<file path="src/include/gpfgh_defs.svh">
`ifndef GPFGH_DEFS_SVH
`define GPFGH_DEFS_SVH

// register byte addresses
`define GPFGH_ADDR_FIRST 32'h0400012a
`define GPFGH_ADDR_SECOND 32'h0400012c
`define GPFGH_ADDR_MIXED 32'h0400012e
// address width of the register port
`define GPFGH_AW 32
// data width of each register
`define GPFGH_DW 8
// position of the writable bit in the mixed port
`define GPFGH_WBIT 7
// reset value of the writable bit
`define GPFGH_WBIT_RST 1'b0
// value read from a disabled input bit
`define GPFGH_LOW 1'b0
// default function field code (input, pull-up on)
`define GPFGH_FUNC_RST 2'h2
// synchroniser depth
`define GPFGH_SYNC_STAGES 2

`endif

</file>
<file path="src/include/gpfgh_pkg.sv">
package gpfgh_pkg;
    // per-pin function field codes
    typedef enum logic [1:0] {
        GPFGH_FN_OTHER = 2'h0,
        GPFGH_FN_OUT = 2'h1,
        GPFGH_FN_IN_PU = 2'h2,
        GPFGH_FN_IN_NOPU = 2'h3
    } gpfgh_func_t;
endpackage

</file>
<file path="src/include/gpfgh_sync_if.sv">
`timescale 1ns/1ps
`default_nettype none
// raw pin levels in, synchronised levels out
interface gpfgh_sync_if #(parameter int W = 24);
    logic [W-1:0] raw;
    logic [W-1:0] sync;
    modport owner (output raw, input sync);
    modport sync_end (input raw, output sync);
endinterface
`default_nettype wire

</file>
<file path="src/core/gpfgh_ports.sv">
`timescale 1ns/1ps
`default_nettype none
`include "gpfgh_defs.svh"

// Summary of operation
// - first port register mirrors its eight pins
// - input-only pin in input mode reads level
// - input-only pin in codes 00/01 reads zero
// - writes to input-only bits are ignored
// - first port defaults to input with pull-up
// - second port register is read-only pin mirror
// - second port defaults to input with pull-up
// - second port pull-ups follow its control register
// - mixed bit7 read/write resets 0, rest read-only
// - other-function mode stores bit, pin untouched
// - output mode drives stored bit onto pin
// - output mode read returns stored bit
// - input mode reads pin, writes still store
// - mixed bits 6..0 read low unless input
// - mixed port defaults to input with pull-up
// - only power-on reset clears mixed register
// - mixed pull-up on for 10, off 11
module gpfgh_ports
    import gpfgh_pkg::*;
#(
    parameter int DW = `GPFGH_DW
) (
    input wire logic mclk,
    input wire logic rst_n,
    // register port
    input wire logic [`GPFGH_AW-1:0] reg_addr,
    input wire logic [DW-1:0] reg_wdata,
    input wire logic reg_wr,
    input wire logic reg_rd,
    output logic [DW-1:0] reg_rdata,
    // function fields from the pin-function controller, two bits per pin
    input wire logic [2*DW-1:0] first_port_func,
    input wire logic [2*DW-1:0] second_port_func,
    input wire logic [2*DW-1:0] mixed_port_func,
    // pin levels
    input wire logic [DW-1:0] first_port_pin,
    input wire logic [DW-1:0] second_port_pin,
    input wire logic [DW-1:0] mixed_port_pin,
    // two-way writable pin of the mixed port
    output logic mixed_port_pin7_out,
    output logic mixed_port_pin7_oe,
    // pull-up enables towards the pads
    output logic [DW-1:0] second_port_pullup_en,
    output logic [DW-1:0] mixed_port_pullup_en,
    output logic [DW-1:0] first_port_pullup_en
);

    ////////////////////////////////////////////////////////////////////////
    // synchronised pin levels
    gpfgh_sync_if #(.W(3*DW)) sif ();
    assign sif.raw = {mixed_port_pin, second_port_pin, first_port_pin};

    gpfgh_sync u_sync (
        .mclk(mclk),
        .rst_n(rst_n),
        .sif(sif)
    );

    // synchronised levels per port
    logic [DW-1:0] first_lvl;
    logic [DW-1:0] second_lvl;
    logic [DW-1:0] mixed_lvl;
    assign first_lvl = sif.sync[DW-1:0];
    assign second_lvl = sif.sync[2*DW-1:DW];
    assign mixed_lvl = sif.sync[3*DW-1:2*DW];

    ////////////////////////////////////////////////////////////////////////
    // per-bit decode of function fields
    logic [DW-1:0] first_rd;    // read value of first port
    logic [DW-1:0] second_rd;   // read value of second port
    logic [DW-1:0] mixed_rd;    // read value of mixed port
    logic mixed_wbit;           // stored writable bit
    logic [DW-1:0] second_in;   // second port bit in input mode
    logic [DW-1:0] first_in;    // first port bit in input mode
    logic [DW-1:0] mixed_in;    // mixed port bit in input mode

    genvar gi;
    generate
        for (gi = 0; gi < DW; gi++) begin : g_bit
            // input modes are the codes with the high bit set
            assign first_in[gi] = first_port_func[2*gi+1];
            assign second_in[gi] = second_port_func[2*gi+1];
            assign mixed_in[gi] = mixed_port_func[2*gi+1];
            assign first_rd[gi] = first_in[gi] ? first_lvl[gi] : `GPFGH_LOW;
            assign second_rd[gi] = second_in[gi] ? second_lvl[gi] : `GPFGH_LOW;
            assign second_port_pullup_en[gi] =
                (second_port_func[2*gi+1 -: 2] == GPFGH_FN_IN_PU);
            // pull-up on for 10, off for 11
            assign mixed_port_pullup_en[gi] =
                (mixed_port_func[2*gi+1 -: 2] == GPFGH_FN_IN_PU);
            // first port pull-up follows the same coding
            assign first_port_pullup_en[gi] =
                (first_port_func[2*gi+1 -: 2] == GPFGH_FN_IN_PU);
            if (gi == `GPFGH_WBIT) begin : g_wbit
                assign mixed_rd[gi] = mixed_in[gi] ? mixed_lvl[gi] : mixed_wbit;
            end else begin : g_ro
                assign mixed_rd[gi] = mixed_in[gi] ? mixed_lvl[gi] : `GPFGH_LOW;
            end
        end
    endgenerate

    ////////////////////////////////////////////////////////////////////////
    // address decode
    logic hit_first;   // first port selected
    logic hit_second;  // second port selected
    logic hit_mixed;   // mixed port selected
    assign hit_first = (reg_addr == `GPFGH_ADDR_FIRST);
    assign hit_second = (reg_addr == `GPFGH_ADDR_SECOND);
    assign hit_mixed = (reg_addr == `GPFGH_ADDR_MIXED);

    ////////////////////////////////////////////////////////////////////////
    // writable bit storage; only rst_n (power-on) clears it
    // power-on reset only
    always_ff @(posedge mclk or negedge rst_n) begin
        if (!rst_n) begin
            mixed_wbit <= `GPFGH_WBIT_RST;
        end else if (reg_wr && hit_mixed) begin
            mixed_wbit <= reg_wdata[`GPFGH_WBIT];
        end
    end
    // no other register bit is ever written

    ////////////////////////////////////////////////////////////////////////
    // pin drive of the writable bit
    // drive only in output mode
    assign mixed_port_pin7_oe =
        (mixed_port_func[2*`GPFGH_WBIT+1 -: 2] == GPFGH_FN_OUT);
    assign mixed_port_pin7_out = mixed_wbit;
    // defaults come from the controller's reset code

    ////////////////////////////////////////////////////////////////////////
    // read data, valid the cycle after the strobe, zero on unmapped
    always_ff @(posedge mclk or negedge rst_n) begin
        if (!rst_n) begin
            reg_rdata <= '0;
        end else if (reg_rd) begin
            if (hit_first) begin
                reg_rdata <= first_rd;
            end else if (hit_second) begin
                reg_rdata <= second_rd;
            end else if (hit_mixed) begin
                reg_rdata <= mixed_rd;
            end else begin
                reg_rdata <= '0;
            end
        end else begin
            reg_rdata <= '0;
        end
    end
endmodule
`default_nettype wire

</file>
<file path="src/core/gpfgh_sync.sv">
`timescale 1ns/1ps
`default_nettype none
`include "gpfgh_defs.svh"
// two-flop synchroniser for all port pins
module gpfgh_sync (
    input wire logic mclk,
    input wire logic rst_n,
    gpfgh_sync_if.sync_end sif
);
    // first stage, read only by the second stage
    logic [$bits(sif.raw)-1:0] meta;
    // second stage, safe to use
    logic [$bits(sif.raw)-1:0] stable;

    ////////////////////////////////////////////////////////////////////////
    // two-flop capture
    always_ff @(posedge mclk or negedge rst_n) begin
        if (!rst_n) begin
            meta <= '0;
            stable <= '0;
        end else begin
            meta <= sif.raw;
            stable <= meta;
        end
    end

    assign sif.sync = stable;
endmodule
`default_nettype wire

</file>
<file path="config.mk">
export PLATFORM = sky130hd
export DESIGN_NAME = gpfgh_ports
export DESIGN_NICKNAME = d
export VERILOG_FILES = /design/src/include/gpfgh_pkg.sv /design/src/include/gpfgh_sync_if.sv /design/src/core/gpfgh_ports.sv /design/src/core/gpfgh_sync.sv
export VERILOG_INCLUDE_DIRS = /design/src /design/src/include
export SDC_FILE = /design/constraint.sdc
export NUM_CORES = 1
export LEC_CHECK = 0
export BUFFER_PORTS_ARGS = -buffer_cell sky130_fd_sc_hd__buf_2
export CAP_MARGIN = 5
export CORE_UTILIZATION = 28
export DETAILED_ROUTE_END_ITERATION = 6
export PLACE_DENSITY = 0.57
export SLEW_MARGIN = 20
export SYNTH_ARGS = -nofsm -noshare
export SYNTH_HDL_FRONTEND = slang
export SYNTH_SLANG_ARGS = --single-unit
export TNS_END_PERCENT = 20
</file>
<file path="constraint.sdc">
create_clock -name mclk -period 1.25 [get_ports mclk]
set_input_delay 0.25 -clock mclk [delete_from_list [all_inputs] [get_ports mclk]]
set_output_delay 0.25 -clock mclk [all_outputs]
set_load 0.005 [all_outputs]
</file>
=== After elaboration in Yosys (flattened, before gate mapping) ===
Index checks and enable logic that the tools add are counted.

* Register bits: 57
* Output and inout bits: 34

* Eq/ne operators: 28
* Multiplexer cells: 28
* Reduce and logical (&&, ||, !) cells: 1

{| class="wikitable"
|+ Operators by type and width
! operator !! count
|-
| $eq 32x27->1 const B || 3
|-
| $eq 2x2->1 const B || 24
|-
| $mux 8 || 4
|-
| $mux 1 || 24
|-
| $eq 2x1->1 const B || 1
|-
| $logic_and 1x1->1 || 1
|}

=== Logic depth before layout (Yosys ltp) ===
* Depth in word-level cells: 5
* Depth in mapped cells: 6

=== Modules after synthesis ===
From an unflattened synthesis, not the netlist that was laid out.

* Cells, all modules: 141
* Area total of the unflattened synthesis: 1,968.1 µm²

{| class="wikitable"
|+ By module, submodules not included
! module !! times used !! cells each !! area an instance (µm²)
|-
| gpfgh_sync || 1 || 48 || 1,201.2
|-
| gpfgh_ports || 1 || 93 || 767.0
|}

=== Worst setup path before layout ===
OpenSTA, ideal clock, no wires.

* Path kind: in2reg
* Start point: input port reg_addr[31]
* End point: register mixed_wbit (netlist: mixed_port_pin7_out)
* Setup time: 0.125 ns
* Arrival: 1.103 ns
* Slack: 0.022 ns
* Stages: 4
* Path buffers: 0
* Cell sequence: nor4b_2 -> and4_4 -> nand3_2 -> mux2_4

* Longest elaborated chain between the ends: 2

{| class="wikitable"
|+ RTL lines
! what !! line !! RTL
|-
| start, declared || gpfgh_ports.sv:31 || <nowiki>input wire logic [`GPFGH_AW-1:0] reg_addr,</nowiki>
|-
| $eq 32x27->1 (no source line) || -- ||
|-
| $logic_and 1x1->1 || gpfgh_ports.sv:122 || <nowiki>end else if (reg_wr && hit_mixed) begin</nowiki>
|-
| end signal, assigned || gpfgh_ports.sv:121 || <nowiki>mixed_wbit <= `GPFGH_WBIT_RST;</nowiki>
|-
| end signal, assigned || gpfgh_ports.sv:123 || <nowiki>mixed_wbit <= reg_wdata[`GPFGH_WBIT];</nowiki>
|-
| end, declared || gpfgh_ports.sv:77 || <nowiki>logic mixed_wbit;</nowiki>
|}

No other way between the ends.
A chain may end at the register's enable or synchronous reset.

=== Final worst setup path ===
* Start point: register mixed_wbit (netlist: mixed_port_pin7_out)
* End point: output port mixed_port_pin7_out

{| class="wikitable"
|+ RTL lines
! what !! line !! RTL
|-
| end, declared || gpfgh_ports.sv:45 || <nowiki>output logic mixed_port_pin7_out,</nowiki>
|}

No word-level cell between the ends.

==> summary.md <==
| Metric | Value |
|---|---|
| CTS buffer count | `9` |
| Share of layout cells above drive strength 1 | `0.565` |
| Pre-CTS WS | `-164 ps` |
| Drt total wl | `4610 um` |
| Remaining Overflow, GRT | `0` |
| First-pass GRT wire length | `6930 um` |
| Final ANT Viol Nets | `0` |
| Largest net degree at the start of global routing | `58` |
| Post-DR wirelength/cell | `11.7 um` |
| CP Capture Type | `output port` |
| TritonCTS clock tree | `built` |
| Final-report hold violation count | `0` |
| Synth Area in XOR/XNOR | `0` |
| Final core utilization | `0.443` |
| Initial drt markers | `61` |
| Slew @ Worst Pin | `757 ps` |
| Setup WS post-layout | `154 ps` |
| Async SR Flop Fraction | `1.00` |
| Max Freq | `913 MHz` |
| Initial antenna violation count | `0` |
| Count leader, synth | `dfrtp_1` |
| DR vias | `1619` |
| Vias in the first global route | `1479` |
| Yosys cell types | `17` |
| Average size of a mapped cell | `14.0 sq um` |
| Max FO, Critical Path | `3` |
| Global-route usage over all layers | `0.130` |
| Final Slew Violations | `0` |
| Largest family of logic cells by synthesized area | `simple AND/OR/NAND/NOR gates` |
| CTS max path bufs | `2` |
| Final Setup Violations | `0` |
| Ranking of synthesized cells by area | `dfrtp_1, nor2b_1, a32oi_1` |
| P&R area growth vs syn | `52.2%` |
| Min Tclk post-route | `1100 ps` |
| Die footprint | `7400 sq um` |
| Post-DP HPWL | `3350 um` |
| Rows | `30` |
| WP data required | `1000 ps` |
| RSZ-0062 raised after global routing | `no` |
| Synth Net Count | `257` |
| H-tree levels | `3` |
| Max VDD drop | `0.603 mV` |
| Worst-path clk slew | `60 ps` |
| Ys Warns | `0` |
| Synth Area in Adders | `0` |
| Synth Cell Area | `1980 sq um` |
| Worst setup path category | `flop to output port` |
| First-pass DRT Iterations | `4` |
| Leak Pwr | `1.55 nW` |
| Mux contribution to synthesized area | `0.0177` |
| Relative slew slack | `0.494` |
| Clock sinks | `57` |
| Synth Area in Compound Gates | `0.0531` |
| Die W | `86.1 um` |
| Synth Area in Simple Gates | `0.200` |
| # DRC | `0` |
| CP max stage delay | `390 ps` |
| Critical path cell sequence | `buf_2` |
| Antenna fix cells | `0` |
| Port bufs | `142` |
| CP delay by family, top | `flip-flops` |
| Startpoint Class | `flop` |
| Synthesis-stage register bit count | `57` |
| Area leader, netlist | `dfrtp_1` |
| Min-delay worst type | `input port to flop` |
| Status | `complete, no violations` |
| Core area | `6790 sq um` |
| Cells after Synth | `141` |
| Via-per-instance ratio | `4.10` |
| Worst Path Buf+Inv | `1` |
| Final net count | `410` |
| Final Skew | `6.68 ps` |
| CP arrival | `850 ps` |
| Synth top cells by count | `dfrtp_1, nor2b_1, nor2_1, a32oi_1, nand2_1` |
| Share of the yosys chip area belonging to registers | `0.721` |
| Clock latency at the later pin of the worst-skew pair | `320 ps` |
| Main synth FF type | `dfrtp_1` |
| EDFF count, synth | `0` |
| Cell Pwr Density | `1260 nW/um^2` |
| Final Wtd Congestion | `0.656` |
| Initial Util | `0.291` |
| Overall power | `0.00378 W` |
| Number of primary I/O pins | `150` |
| Root Buffer | `clkbuf_8` |
| Max_cap viols | `0` |
| CTS resizes | `0` |
| Die Ht | `86.1 um` |
| Fin crit share | `0.876` |
| Synth top area share | `0.721` |
| Worst path slowest cell | `dfrtp_1` |
cell type report:
class,instances,area [sq um]
fillers,657,3780
flip-flops and latches,57,1430
repair buffers,146,756
multi-input cells,80,536
clock buffers,13,159
well taps,96,120
clock inverters,3,15.0
metrics by stage:
stage	hold slack, ps	cell area [sq um]	setup TNS, ps	cells
floorplan	-45.6	1980	0	141
global placement	271	2830	-1270	378
detailed placement	271	2830	-1310	378
CTS	10.8	3010	0	395
global route	8.65	3010	0	395
finish	31.4	3010	0	395
sequential cells by signal, indices dropped and copies added, names as in the netlist:
name and count:
mixed_port_pin7_out 1, reg_rdata 8, u_sync.meta 24, u_sync.sif.sync 24
metal layers:
layer	track usage	share of wire	up-vias
li1	-	-	792
met1	0.148	0.40	720
met2	0.218	0.48	97
met3	0.0404	0.096	10
met4	0.0727	0.020	0
met5	0	0	-
cells in the final DEF, fill, tap and decap left out:
master and instances:
and3_1 1, a32oi_1 8, clkinv_2 3, nor4_2 1, mux2i_1 2, nor2b_1 26
and4_4 2, o21ai_0 7, nand3_2 2, dfrtp_1 57, buf_12 1, clkbuf_1 2
dlygate4sd3_1 1, buf_2 142, buf_4 2, nand3_1 7, nor4_1 2, nand2_1 8
clkbuf_8 11, mux2_4 1, nor2_1 9, nor4b_2 4
kinds of logic (layout without fill, tap and decap cells):
kind of cell | Yosys count | after routing
AND/OR/NAND/NOR | 62 | 62
flip-flops | 57 | 57
AO/OA/AOI/OAI | 15 | 15
buffers and inverters | 4 | 162
multiplexers | 3 | 3
power by group:
part	leakage, nW	switching (W)	internal [W]
Sequential	0.685	0.0000185	0.00192
Combinational	0.771	0.000160	0.000205
Clock	0.0932	0.000655	0.000818
worst reg2reg max path: stages (launching register included):
cell     delay, ps
dfrtp_1        390
mux2i_1        130
mux2i_1        100
a32oi_1        150
nor2_1          60
final timing paths:
path                                          start             endpoint  slack (ps)  depth (start not counted)
worst max register to register  mixed_port_pin7_out         reg_rdata[7]         320                          4
max in group asynchronous                     rst_n      u_sync.meta[13]         540                          3
worst max-delay path            mixed_port_pin7_out  mixed_port_pin7_out         150                          1
min in group asynchronous                     rst_n  u_sync.sif.sync[14]         470                          3
worst min-delay path              mixed_port_pin[4]      u_sync.meta[20]          30                          1
worst min register to register       u_sync.meta[2]   u_sync.sif.sync[2]         350                          0
repair_timing:
| item | 4_1_cts | 5_1_grt |
|---|---|---|
| hold buffers | 1 | 0 |
| buffers inserted | 0 | 0 |
| endpoints found under the hold margin | 57 | 0 |
Power figures use the tool's default switching activity.
